[src/rtl/bridge_pkg.sv]
// constants and types for the indirect local access and boot rom bridge
package bridge_pkg;
    // ---------------------------------------------------------------
    // host register window offsets
    // ---------------------------------------------------------------
    localparam logic [6:0]  HOST_DATA_OFF   = 7'h10;
    localparam logic [6:0]  HOST_CMD_OFF    = 7'h14;
    // ---------------------------------------------------------------
    // indirect command register layout
    // ---------------------------------------------------------------
    localparam int          CMD_ADDR_W      = 20;
    localparam int          CMD_OP_LSB      = 20;
    localparam int          CMD_OP_W        = 4;
    localparam int          CMD_ARMED_BIT   = 30;
    localparam int          CMD_BUSY_BIT    = 31;
    localparam logic [3:0]  OP_NONE         = 4'h0;
    localparam logic [3:0]  OP_MAP_READ     = 4'h1;
    localparam logic [3:0]  OP_MAP_WRITE    = 4'h2;
    localparam logic [3:0]  OP_IO_READ      = 4'h3;
    localparam logic [3:0]  OP_IO_WRITE     = 4'h4;
    localparam logic [23:0] CMD_RESET       = 24'h00_0000;
    localparam logic [31:0] DATA_RESET      = 32'h0000_0000;
    // ---------------------------------------------------------------
    // local register map
    // ---------------------------------------------------------------
    localparam logic [19:0] LOC_RING_READ_PTR   = 20'hcde02;
    localparam logic [19:0] LOC_RING_WIN_OFF    = 20'hcde04;
    localparam logic [19:0] LOC_CTRL_STATUS     = 20'hcde08;
    localparam logic [19:0] LOC_CTRL_IRQ_STATUS = 20'hcde0b;
    localparam logic [19:0] LOC_RX_BUF_REGION   = 20'hcde10;
    localparam logic [19:0] LOC_RX_EARLY_LEVEL  = 20'hcde12;
    localparam logic [19:0] LOC_PROC_ATTENTION  = 20'h0180d;
    localparam logic [19:0] LOC_PRIV_MEM_BASE   = 20'h01c80;
    localparam logic [19:0] LOC_BOARD_SWITCHES  = 20'h01c88;
    localparam logic [19:0] LOC_SPROM_CONTROL   = 20'h01c8a;
    localparam logic [19:0] LOC_SPROM_WORD      = 20'h01c8c;
    // ---------------------------------------------------------------
    // private memory base shadow and boot rom
    // ---------------------------------------------------------------
    localparam int          ROM_RESP_BIT    = 0;
    localparam logic [15:0] PMB_RESET       = 16'h0000;
    localparam logic [15:0] PMB_ROM_BASE    = 16'hf9c0;
    localparam int          FLASH_AW        = 16;
    localparam int          FLASH_DW        = 16;
    localparam logic        ROM_HOST_HALF   = 1'b0;
    localparam logic [31:0] ALL_ONES        = 32'hffff_ffff;
    // ---------------------------------------------------------------
    // types
    // ---------------------------------------------------------------
    typedef enum logic [1:0] {SPACE_IO, SPACE_MMIO, SPACE_ROM} host_space_type;
    typedef enum logic {LOCAL_MAP, LOCAL_IO} local_space_type;
endpackage : bridge_pkg

[src/rtl/xfer_if.sv]
// one word transfer request between the bridge and its executors
`timescale 1ns/1ns
interface xfer_if;
    import bridge_pkg::*;
    logic                  start;
    logic                  write;
    local_space_type       space;
    logic [19:0]           addr;
    logic [15:0]           wdata;
    logic                  busy;
    logic                  done;
    logic [15:0]           rdata;
    modport ctrl (output start, write, space, addr, wdata, input busy, done, rdata);
    modport exec (input start, write, space, addr, wdata, output busy, done, rdata);
endinterface : xfer_if

[src/rtl/indirect_bridge.sv]
// host side bridge: indirect local access window and boot rom decode
//
// Summary of operation
// - local registers never decoded directly; only via command and data window.
// - local-map read/write codes reach memory-mapped registers and attention register.
// - local-io read/write codes reach all other local I/O registers.
// - same two host registers also reach private memory control blocks.
// - boot flash is 64K words of 16 bits.
// - upper 64 KB microcode, lower 64 KB host boot code.
// - boot rom config maps flash into host memory space.
// - rom response bit in private memory base selects flash window answer.
// - decode or memory enable clear: no response in flash window.
// - response bit clear: flash window reads all ones, registers still served.
// - all enables set and base value right: flash data returned.
// - memory space off: ignore all memory accesses, no device select.
`timescale 1ns/1ns
module indirect_bridge
    import bridge_pkg::*;
(
    // clock and reset
    input  wire logic                clk_in,
    input  wire logic                rst_n_in,
    // enables from configuration space
    input  wire logic                pci_mem_space_on_in,
    input  wire logic                rom_window_decode_on_in,
    // host access, already region decoded
    input  wire logic                host_req_in,
    input  wire host_space_type      host_space_in,
    input  wire logic                host_write_in,
    input  wire logic [15:0]         host_addr_in,
    input  wire logic [3:0]          host_be_in,
    input  wire logic [31:0]         host_wdata_in,
    output logic                     host_ready_out,
    output logic                     host_devsel_out,
    output logic                     host_done_out,
    output logic [31:0]              host_rdata_out,
    // controller local bus
    output logic                     local_req_out,
    output logic                     local_write_out,
    output local_space_type          local_space_out,
    output logic [19:0]              local_addr_out,
    output logic [15:0]              local_wdata_out,
    input  wire logic                local_ack_in,
    input  wire logic [15:0]         local_rdata_in,
    // boot flash
    output logic                     flash_rd_out,
    output logic [FLASH_AW-1:0]      flash_addr_out,
    input  wire logic                flash_ack_in,
    input  wire logic [FLASH_DW-1:0] flash_data_in
);
    // ---------------------------------------------------------------
    // executors
    // ---------------------------------------------------------------
    xfer_if lx ();
    xfer_if fx ();

    local_port_engine u_local (
        .clk_in          (clk_in),
        .rst_n_in        (rst_n_in),
        .x               (lx.exec),
        .local_req_out   (local_req_out),
        .local_write_out (local_write_out),
        .local_space_out (local_space_out),
        .local_addr_out  (local_addr_out),
        .local_wdata_out (local_wdata_out),
        .local_ack_in    (local_ack_in),
        .local_rdata_in  (local_rdata_in)
    );

    boot_flash_reader u_flash (
        .clk_in         (clk_in),
        .rst_n_in       (rst_n_in),
        .x              (fx.exec),
        .flash_rd_out   (flash_rd_out),
        .flash_addr_out (flash_addr_out),
        .flash_ack_in   (flash_ack_in),
        .flash_data_in  (flash_data_in)
    );

    // ---------------------------------------------------------------
    // state
    // ---------------------------------------------------------------
    typedef enum logic [1:0] {HOST_IDLE, HOST_ROM, HOST_LOCAL} host_state_type;

    host_state_type state_reg, state_next;
    logic [23:0]    cmd_reg, cmd_next;
    logic           armed_reg, armed_next;
    logic [31:0]    data_reg, data_next;
    logic [15:0]    pmb_reg, pmb_next;
    logic           devsel_reg, devsel_next;
    logic           done_reg, done_next;
    logic [31:0]    rdata_reg, rdata_next;

    logic           take;
    logic           is_mem;
    logic           mem_claim;
    logic           rom_claim;
    logic           rom_live;
    logic           at_cmd;
    logic           at_data;
    logic [3:0]     op_in;
    logic [3:0]     op_cur;
    logic [31:0]    cmd_view;

    function automatic logic [31:0] merge_bytes(input logic [31:0] old_v,
                                                input logic [31:0] new_v,
                                                input logic [3:0]  be);
        logic [31:0] r;
        r = old_v;
        for (int i = 0; i < 4; i++) begin
            if (be[i]) begin
                r[8*i +: 8] = new_v[8*i +: 8];
            end
        end
        return r;
    endfunction : merge_bytes

    // ---------------------------------------------------------------
    // decode
    // ---------------------------------------------------------------
    assign host_ready_out = (state_reg == HOST_IDLE);
    assign take           = host_req_in && host_ready_out;
    assign is_mem         = (host_space_in != SPACE_IO);
    // memory accesses vanish while memory space is off
    assign mem_claim      = !is_mem || pci_mem_space_on_in;
    // flash window answers only with both enables on
    assign rom_claim      = pci_mem_space_on_in && rom_window_decode_on_in;
    // flash data needs the response bit and the required base
    assign rom_live       = pmb_reg[ROM_RESP_BIT]
                            && (pmb_reg[15:1] == PMB_ROM_BASE[15:1]);
    // only two window offsets exist; local space is never mapped here
    assign at_cmd         = (host_addr_in[6:0] == HOST_CMD_OFF);
    assign at_data        = (host_addr_in[6:0] == HOST_DATA_OFF);
    assign op_in          = host_wdata_in[CMD_OP_LSB +: CMD_OP_W];
    assign op_cur         = cmd_reg[CMD_OP_LSB +: CMD_OP_W];
    assign cmd_view       = {lx.busy, armed_reg, 6'h00, cmd_reg};

    // ---------------------------------------------------------------
    // host access sequencing
    // ---------------------------------------------------------------
    always_comb begin
        state_next  = state_reg;
        cmd_next    = cmd_reg;
        armed_next  = armed_reg;
        data_next   = data_reg;
        pmb_next    = pmb_reg;
        devsel_next = 1'b0;
        done_next   = 1'b0;
        rdata_next  = rdata_reg;
        lx.start    = 1'b0;
        lx.write    = 1'b0;
        lx.space    = LOCAL_MAP;
        lx.addr     = cmd_reg[CMD_ADDR_W-1:0];
        lx.wdata    = data_reg[15:0];
        fx.start    = 1'b0;
        fx.write    = 1'b0;
        fx.space    = LOCAL_MAP;
        fx.addr     = {5'h00, host_addr_in[FLASH_AW-1:1]};
        fx.wdata    = 16'h0000;
        // local read result lands in the data window
        if (lx.done && !local_write_out) begin
            data_next = {16'h0000, lx.rdata};
        end
        unique case (state_reg)
            HOST_IDLE: begin
                if (take && host_space_in == SPACE_ROM) begin
                    if (rom_claim) begin
                        if (!host_write_in && rom_live) begin
                            fx.start   = 1'b1;
                            state_next = HOST_ROM;
                        end else begin
                            devsel_next = 1'b1;
                            done_next   = 1'b1;
                            rdata_next  = ALL_ONES;
                        end
                    end
                end else if (take && mem_claim) begin
                    devsel_next = 1'b1;
                    done_next   = 1'b1;
                    rdata_next  = 32'h0000_0000;
                    if (at_cmd) begin
                        rdata_next = cmd_view;
                    end else if (at_data) begin
                        rdata_next = data_reg;
                    end
                    if (host_write_in && at_cmd && !lx.busy) begin
                        cmd_next   = 24'(merge_bytes({8'h00, cmd_reg}, host_wdata_in,
                                                     host_be_in));
                        armed_next = 1'b0;
                        if (op_in == OP_MAP_READ || op_in == OP_IO_READ) begin
                            // address and code in, read starts at once
                            lx.start   = 1'b1;
                            lx.addr    = host_wdata_in[CMD_ADDR_W-1:0];
                            lx.space   = (op_in == OP_IO_READ) ? LOCAL_IO : LOCAL_MAP;
                            state_next = HOST_LOCAL;
                        end else if (op_in == OP_MAP_WRITE || op_in == OP_IO_WRITE) begin
                            armed_next = 1'b1;
                        end
                    end else if (host_write_in && at_data && !lx.busy) begin
                        data_next = merge_bytes(data_reg, host_wdata_in, host_be_in);
                        if (armed_reg) begin
                            // armed write goes out with the new data
                            armed_next = 1'b0;
                            lx.start   = 1'b1;
                            lx.write   = 1'b1;
                            lx.wdata   = data_next[15:0];
                            lx.space   = (op_cur == OP_IO_WRITE) ? LOCAL_IO : LOCAL_MAP;
                            state_next = HOST_LOCAL;
                            if (op_cur == OP_IO_WRITE && lx.addr == LOC_PRIV_MEM_BASE) begin
                                pmb_next = data_next[15:0];
                            end
                        end
                    end
                end
            end
            HOST_ROM: begin
                if (fx.done) begin
                    devsel_next = 1'b1;
                    done_next   = 1'b1;
                    rdata_next  = {16'h0000, fx.rdata};
                    state_next  = HOST_IDLE;
                end
            end
            HOST_LOCAL: begin
                if (lx.done) begin
                    state_next = HOST_IDLE;
                end
            end
            default: begin
                state_next = HOST_IDLE;
            end
        endcase
    end

    always_ff @(posedge clk_in or negedge rst_n_in) begin
        if (!rst_n_in) begin
            state_reg  <= HOST_IDLE;
            cmd_reg    <= CMD_RESET;
            armed_reg  <= 1'b0;
            data_reg   <= DATA_RESET;
            pmb_reg    <= PMB_RESET;
            devsel_reg <= 1'b0;
            done_reg   <= 1'b0;
            rdata_reg  <= 32'h0000_0000;
        end else begin
            state_reg  <= state_next;
            cmd_reg    <= cmd_next;
            armed_reg  <= armed_next;
            data_reg   <= data_next;
            pmb_reg    <= pmb_next;
            devsel_reg <= devsel_next;
            done_reg   <= done_next;
            rdata_reg  <= rdata_next;
        end
    end

    assign host_devsel_out = devsel_reg;
    assign host_done_out   = done_reg;
    assign host_rdata_out  = rdata_reg;

    // ---------------------------------------------------------------
    // checks
    // ---------------------------------------------------------------
    a_local_only_indirect : assert property (@(posedge clk_in) disable iff (!rst_n_in)
        $rose(local_req_out) |-> $past(take && host_write_in && (at_cmd || at_data)))
        else $error("local access without host command or data write");
    a_map_op_space : assert property (@(posedge clk_in) disable iff (!rst_n_in)
        lx.start && (lx.write ? op_cur == OP_MAP_WRITE : op_in == OP_MAP_READ)
        |=> local_space_out == LOCAL_MAP)
        else $error("local-map code went to the wrong space");
    a_io_op_space : assert property (@(posedge clk_in) disable iff (!rst_n_in)
        lx.start && (lx.write ? op_cur == OP_IO_WRITE : op_in == OP_IO_READ)
        |=> local_space_out == LOCAL_IO)
        else $error("local-io code went to the wrong space");
    a_read_fills_data : assert property (@(posedge clk_in) disable iff (!rst_n_in)
        lx.done && !local_write_out |=> data_reg[15:0] == $past(local_rdata_in, 2))
        else $error("data window missed the local read");
    a_rom_off_silent : assert property (@(posedge clk_in) disable iff (!rst_n_in)
        take && host_space_in == SPACE_ROM && !rom_window_decode_on_in
        |=> !host_devsel_out && state_reg == HOST_IDLE)
        else $error("flash window answered with decode off");
    a_rom_ones : assert property (@(posedge clk_in) disable iff (!rst_n_in)
        take && host_space_in == SPACE_ROM && rom_claim && !pmb_reg[ROM_RESP_BIT] && !host_write_in
        |=> host_done_out && host_rdata_out == ALL_ONES)
        else $error("flash window did not read all ones");
    a_mem_off_silent : assert property (@(posedge clk_in) disable iff (!rst_n_in)
        take && is_mem && !pci_mem_space_on_in |=> !host_devsel_out ##1 !host_devsel_out)
        else $error("memory access claimed with memory space off");
    a_rom_data : assert property (@(posedge clk_in) disable iff (!rst_n_in)
        state_reg == HOST_ROM && fx.done
        |=> host_devsel_out && host_rdata_out[15:0] == $past(flash_data_in, 2))
        else $error("flash data not returned");
    a_data_kept_write : assert property (@(posedge clk_in) disable iff (!rst_n_in)
        lx.done && local_write_out |=> $stable(data_reg))
        else $error("local write changed the data window");
    a_local_holds_host : assert property (@(posedge clk_in) disable iff (!rst_n_in)
        local_req_out |-> !host_ready_out)
        else $error("host taken while local transfer runs");
    a_flash_holds_host : assert property (@(posedge clk_in) disable iff (!rst_n_in)
        flash_rd_out |-> !host_ready_out)
        else $error("host taken while flash read runs");
endmodule : indirect_bridge

[src/rtl/local_port_engine.sv]
// runs one read or write on the controller's local bus
`timescale 1ns/1ns
module local_port_engine
    import bridge_pkg::*;
(
    // clock and reset
    input  wire logic            clk_in,
    input  wire logic            rst_n_in,
    // request side
    xfer_if.exec                 x,
    // local bus
    output logic                 local_req_out,
    output logic                 local_write_out,
    output local_space_type      local_space_out,
    output logic [19:0]          local_addr_out,
    output logic [15:0]          local_wdata_out,
    input  wire logic            local_ack_in,
    input  wire logic [15:0]     local_rdata_in
);
    logic            req_reg, req_next;
    logic            write_reg, write_next;
    local_space_type space_reg, space_next;
    logic [19:0]     addr_reg, addr_next;
    logic [15:0]     wdata_reg, wdata_next;
    logic            done_reg, done_next;
    logic [15:0]     rdata_reg, rdata_next;

    always_comb begin
        req_next   = req_reg;
        write_next = write_reg;
        space_next = space_reg;
        addr_next  = addr_reg;
        wdata_next = wdata_reg;
        rdata_next = rdata_reg;
        done_next  = 1'b0;
        if (req_reg && local_ack_in) begin
            req_next  = 1'b0;
            done_next = 1'b1;
            if (!write_reg) begin
                rdata_next = local_rdata_in;
            end
        end else if (!req_reg && x.start) begin
            req_next   = 1'b1;
            write_next = x.write;
            space_next = x.space;
            addr_next  = x.addr;
            wdata_next = x.wdata;
        end
    end

    always_ff @(posedge clk_in or negedge rst_n_in) begin
        if (!rst_n_in) begin
            req_reg   <= 1'b0;
            write_reg <= 1'b0;
            space_reg <= LOCAL_MAP;
            addr_reg  <= 20'h00000;
            wdata_reg <= 16'h0000;
            done_reg  <= 1'b0;
            rdata_reg <= 16'h0000;
        end else begin
            req_reg   <= req_next;
            write_reg <= write_next;
            space_reg <= space_next;
            addr_reg  <= addr_next;
            wdata_reg <= wdata_next;
            done_reg  <= done_next;
            rdata_reg <= rdata_next;
        end
    end

    assign x.busy          = req_reg;
    assign x.done          = done_reg;
    assign x.rdata         = rdata_reg;
    assign local_req_out   = req_reg;
    assign local_write_out = write_reg;
    assign local_space_out = space_reg;
    assign local_addr_out  = addr_reg;
    assign local_wdata_out = wdata_reg;
endmodule : local_port_engine

[src/rtl/boot_flash_reader.sv]
// reads one 16-bit word from the host half of the boot flash
`timescale 1ns/1ns
module boot_flash_reader
    import bridge_pkg::*;
(
    // clock and reset
    input  wire logic                clk_in,
    input  wire logic                rst_n_in,
    // request side
    xfer_if.exec                     x,
    // flash
    output logic                     flash_rd_out,
    output logic [FLASH_AW-1:0]      flash_addr_out,
    input  wire logic                flash_ack_in,
    input  wire logic [FLASH_DW-1:0] flash_data_in
);
    logic                rd_reg, rd_next;
    logic [FLASH_AW-1:0] addr_reg, addr_next;
    logic                done_reg, done_next;
    logic [FLASH_DW-1:0] data_reg, data_next;

    always_comb begin
        rd_next   = rd_reg;
        addr_next = addr_reg;
        data_next = data_reg;
        done_next = 1'b0;
        if (rd_reg && flash_ack_in) begin
            rd_next   = 1'b0;
            done_next = 1'b1;
            data_next = flash_data_in;
        end else if (!rd_reg && x.start) begin
            rd_next   = 1'b1;
            // host sees only the boot code half of the part
            addr_next = {ROM_HOST_HALF, x.addr[FLASH_AW-2:0]};
        end
    end

    always_ff @(posedge clk_in or negedge rst_n_in) begin
        if (!rst_n_in) begin
            rd_reg   <= 1'b0;
            addr_reg <= '0;
            done_reg <= 1'b0;
            data_reg <= '0;
        end else begin
            rd_reg   <= rd_next;
            addr_reg <= addr_next;
            done_reg <= done_next;
            data_reg <= data_next;
        end
    end

    assign x.busy         = rd_reg;
    assign x.done         = done_reg;
    assign x.rdata        = data_reg;
    assign flash_rd_out   = rd_reg;
    assign flash_addr_out = addr_reg;

    a_host_half : assert property (@(posedge clk_in) disable iff (!rst_n_in)
        flash_rd_out |-> flash_addr_out[FLASH_AW-1] == ROM_HOST_HALF)
        else $error("flash read left the boot code half");
endmodule : boot_flash_reader

[config.mk]
export PLATFORM = sky130hd
export DESIGN_NAME = indirect_bridge
export DESIGN_NICKNAME = d
export VERILOG_FILES = /design/src/rtl/bridge_pkg.sv /design/src/rtl/xfer_if.sv /design/src/rtl/indirect_bridge.sv /design/src/rtl/local_port_engine.sv /design/src/rtl/boot_flash_reader.sv
export SDC_FILE = /design/constraint.sdc
export NUM_CORES = 1
export LEC_CHECK = 0
export ABC_AREA = 0
export BUFFER_PORTS_ARGS = -buffer_cell sky130_fd_sc_hd__buf_2
export CAP_MARGIN = 15
export CORE_MARGIN = 2
export CORE_UTILIZATION = 39
export DETAILED_ROUTE_END_ITERATION = 6
export PLACE_DENSITY = 0.66
export SKIP_CTS_REPAIR_TIMING = 1
export SYNTH_ARGS = -nofsm -noshare
export SYNTH_HDL_FRONTEND = slang
export SYNTH_HIERARCHICAL = 1
export SYNTH_SLANG_ARGS = --single-unit
[constraint.sdc]
create_clock -name clk_in -period 5.5 [get_ports clk_in]
set_clock_uncertainty 0.15 [all_clocks]
set_input_delay 1.1 -clock clk_in [delete_from_list [all_inputs] [get_ports clk_in]]
set_output_delay 1.1 -clock clk_in [all_outputs]
set_load 0.02 [all_outputs]
* Yosys cells after proc, flatten, opt, wreduce, memory -nomap -nowiden
Index checks and enable logic that the tools add are counted.
** Operators by class
- Reductions and logical operators :: 40
- Bitwise gates (word level) :: 5
- Equality and inequality tests :: 23
- Mux-type cells :: 80
** Operator list (number)
- $mux W32 :: 13
- $mux W20 :: 5
- $mux W16 :: 6
- $pmux W32 S2 :: 1
- $mux W1 :: 39
- $mux W8 :: 4
- $eq A20 B13 Y1 const B :: 1
- $mux W2 :: 10
- $reduce_and A5 Y1 :: 4
- $logic_and A1 B1 Y1 :: 16
- $eq A15 B15 Y1 const B :: 1
- $eq A7 B5 Y1 const B :: 2
- $ne A6 B6 Y1 const B :: 2
- $reduce_bool A2 Y1 :: 5
- $eq A4 B2 Y1 const B :: 2
- $eq A4 B3 Y1 const B :: 2
- $ne A4 B1 Y1 const B :: 2
- $reduce_and A8 Y1 :: 1
- $reduce_and A7 Y1 :: 1
- $ne A3 B3 Y1 const B :: 2
- $pmux W2 S3 :: 1
- $reduce_and A2 Y1 :: 3
- $logic_not A1 Y1 :: 5
- $not A1 Y1 :: 5
- 11 further kinds :: 15
** Storage, ports and cells
- Logic and storage cells :: 170
- Input bits :: 94
- Register bits after elaboration :: 197
- Output and inout port bits :: 91

* Logic depth before layout (Yosys ltp)
- Depth after elaboration :: 11
- Mapped depth :: 10
- Gate-level depth less buffers :: 7

* Hierarchy
Netlist, hierarchy kept.
** By module, submodules not included
- indirect_bridge :: seq. area each 2702.6 µm², area each 5959.5 µm², cells each 533, instances 1
- local_port_engine :: seq. area each 1401.3 µm², area each 2178.3 µm², cells each 121, instances 1
- boot_flash_reader :: seq. area each 825.8 µm², area each 1288.7 µm², cells each 75, instances 1

* Least setup slack after synthesis
No wires, ideal clock.
- Kind :: input to register
- From :: input host_addr_in[5]
- To :: register u_local.wdata_reg[0] (netlist: u_local/local_wdata_out[0])
- Required time :: 5225 ps
- Path buffers :: 0
- Library setup time :: 125 ps
- Data arrival time :: 3104 ps
- Path slack :: 2121 ps
- Stages :: 6
- Cell sequence :: or4b_4 nor4_4 nand2_4 nor3_2 mux2_2 mux2_2
** Between the ends
- Elaborated cells between the ends (all ways) :: 18
- Those cells by class :: eq/ne (2); mux (10); reduce/logical (6)
** RTL lines
- from (decl) :: RTL line indirect_bridge.sv:30 : input wire logic [15:0] host_addr_in,
- $eq A7 B5 Y1 :: RTL line indirect_bridge.sv:133 : assign at_data = (host_addr_in[6:0] == HOST_DATA_OFF);
- $logic_and A1 B1 Y1 (2 in series) :: RTL line indirect_bridge.sv:199 : end else if (host_write_in && at_data && !lx.busy) begin
- $mux W16 :: RTL line indirect_bridge.sv:199
- $mux W16 (*) :: RTL line indirect_bridge.sv:186 : if (host_write_in && at_cmd && !lx.busy) begin
- $mux W16 (*) :: RTL line indirect_bridge.sv:177 : end else if (take && mem_claim) begin
- $mux W16 (*) :: RTL line indirect_bridge.sv:166 : if (take && host_space_in == SPACE_ROM) begin
- $mux W16 (*) :: RTL line indirect_bridge.sv:164 : unique case (state_reg)
- named net lx.wdata[0] :: RTL line xfer_if.sv:9 : logic [15:0] wdata;
- to (signal assigned) :: RTL line local_port_engine.sv:65 : wdata_reg <= wdata_next;
- to (decl) :: RTL line local_port_engine.sv:24 : logic [15:0] wdata_reg, wdata_next;
The timed path passes the listed nets; every way through them passes the cells marked *.
A chain may end at the register's enable or synchronous reset.

* Final worst setup path
- From :: input host_req_in
- To :: register u_flash.addr_reg[0] (netlist: u_flash/flash_addr_out[0])
** Between the ends
- Word-level cells in the longest chain between the ends :: 6
** RTL lines
- from (decl) :: RTL line indirect_bridge.sv:27 : input wire logic host_req_in,
- $logic_and A1 B1 Y1 :: RTL line indirect_bridge.sv:122 : assign take = host_req_in && host_ready_out;
- $logic_and A1 B1 Y1 :: RTL line indirect_bridge.sv:166
- $mux W1 :: RTL line indirect_bridge.sv:166
- $mux W1 :: RTL line indirect_bridge.sv:164
- named net fx.start :: RTL line xfer_if.sv:5 : logic start;
- $logic_and A1 B1 Y1 :: RTL line boot_flash_reader.sv:31 : end else if (!rd_reg && x.start) begin
- $reduce_and A2 Y1 (no line)
- to (signal assigned) :: RTL line boot_flash_reader.sv:46 : addr_reg <= addr_next;
- to (decl) :: RTL line boot_flash_reader.sv:18 : logic [FLASH_AW-1:0] addr_reg, addr_next;
The timed path passes the listed nets, and every way through them passes these cells.

==> metrics.txt <==
status finished clean; Vias 6368; Max Cap Viol 0; Skew-Pair Late Insertion Delay 0.43 ns; TNS Setup 0 ns; CTS clock-pin slew for the worst setup and hold paths 0.07 ns; H-tree levels 4; Cells after Synth 727; Leakage 0.00577 uW; global route overflow 0; minimum clock period 3.82 ns; RR Startpoint state_reg[0]; Cells after DPL 1195; Critical Path Start Type input pin; Worst Path Required 5.66 ns; Hold WC Path Type register to register; commonest non-fill, non-tap cell in the layout dfrtp_1; synth warn 6; Routed WL 24100 um; CP Max Fanout 17; Synthesized Nets 821; Filler Cell Count 2211; reg2reg setup slack 1.94 ns; pwr dens 269 nW/um^2; CTS Buf Count 17; TritonCTS Sinks 197; Crit path arrival time 3.98 ns; # IOs 185; Setup Viol. Count Final 0; die area 25400 um^2; hold path cells 1; Design Power 3000 uW; Max Fclk 262 MHz; maximum root-to-sink buffer count 2; initial antenna violation count 1; CTS tree yes; std cell rows 56; non-filler cells, final 1228; worst r2r path cells 6; dpl hpwl 17200 um; Setup CP Type input pin to register; ordered list of cells on the worst path buf_2 -> nor3b_1 -> and3_1 -> nor2b_1 -> and4_1 -> nor2b_2 -> mux2_2; CP max-delay cell nor2b_2; Hold Vio Cnt, Final 0; largest net degree at the start of global routing 110; Worst-Margin Slew 1.22 ns; Nets 989; CP endpoint kind register; CP max stage delay 0.83 ns; layout cell share with drive strength beyond 1 46.8%; Initial Util 39.9%; total track usage 19.3%; Post-DRT Antenna Nets 0; DRC violation count after routing 0; first-pass GRT wire length 38200 um; Cell Area, Synth 9420 um^2; average size of a mapped cell 13.0 um^2; DRT iter0 DRCs 352; worst flop-to-flop path endpoint u_flash/flash_addr_out[0]; vias in the first global route 6578; most frequent cells in the layout 197 x dfrtp_1, 182 x buf_2, 159 x mux2_2, 64 x mux2i_1, 36 x nand2_1; final worst-path cycle share 69.5%; VDD IR max 143 uV; Hold EP state_reg[0]; TritonRoute pass-1 iters 4; Hold Crit Start u_flash/x.done; routed length per instance 19.7 um; die width 159 um; Die Ht 159 um; Final Max Tran Viols 0; Rel. slew slack 18.4%; vias per cell 5.19; clk root buf clkbuf_16; RSZ-0062 raised after global routing false; PortBufs 183; placeable core area 23600 um^2; area added between synthesis and finish 18.6%; GPL Wtd Cong 0.791
metrics by stage:
stage          instance area (um^2)  setup WS (ns)  utilization (%)  hold slack [ns]
5_1_grt                       11200           1.45             47.3            0.323
3_3_place_gp                  10600           1.21             44.9            0.293
3_5_place_dp                  10600           1.14             44.9            0.295
2_1_floorplan                  9420           2.12                -            0.277
4_1_cts                       11200           1.61             47.3            0.305
6_report                      11200           1.68             47.3            0.302
final cells by class:
class / instances / area [um^2] / area share (%)
flip-flops and latches: 197 / 4930 / 44.2
clock buffers: 17 / 425 / 3.81
clock inverters: 15 / 138 / 1.23
diodes: 1 / 2.50 / 0.0224
well taps: 319 / 399 / 3.58
multi-input cells: 463 / 4170 / 37.4
inverters: 24 / 90.1 / 0.807
repair buffers: 192 / 1000 / 9.00
how the worst max path moves through the flow:
stage                          startpoint  depth (start not counted)                    endpoint
after detailed placement  host_addr_in[5]                          9  u_local/local_wdata_out[1]
after global routing      host_addr_in[5]                          9  u_local/local_wdata_out[3]
after floorplan           host_addr_in[5]                          6  u_local/local_wdata_out[0]
final                         host_req_in                          7   u_flash/flash_addr_out[0]
after CTS                 host_addr_in[5]                          9  u_local/local_wdata_out[4]
after global placement    host_addr_in[5]                          9  u_local/local_wdata_out[3]
power by group:
group | switching, uW | internal (uW) | total, uW
Combinational | 159 | 113 | 272
Sequential | 32.4 | 1490 | 1520
Clock | 609 | 602 | 1210
Total | 800 | 2200 | 3000
worst max-delay path, delay by kind of cell:
family        cells  cell delay [ns]
mux               1             0.43
simple gates      5             2.36
buf+inv           1             0.09
per-layer routing:
metal | vias to the layer above | track usage, % | part of all wire, %
li1 | 2964 | - | -
met1 | 3206 | 27.1 | 46
met2 | 178 | 30.6 | 47
met3 | 20 | 3.36 | 4.6
met4 | 0 | 5.62 | 1.5
met5 | - | 0 | 0
(Power assumes the default switching activity.)
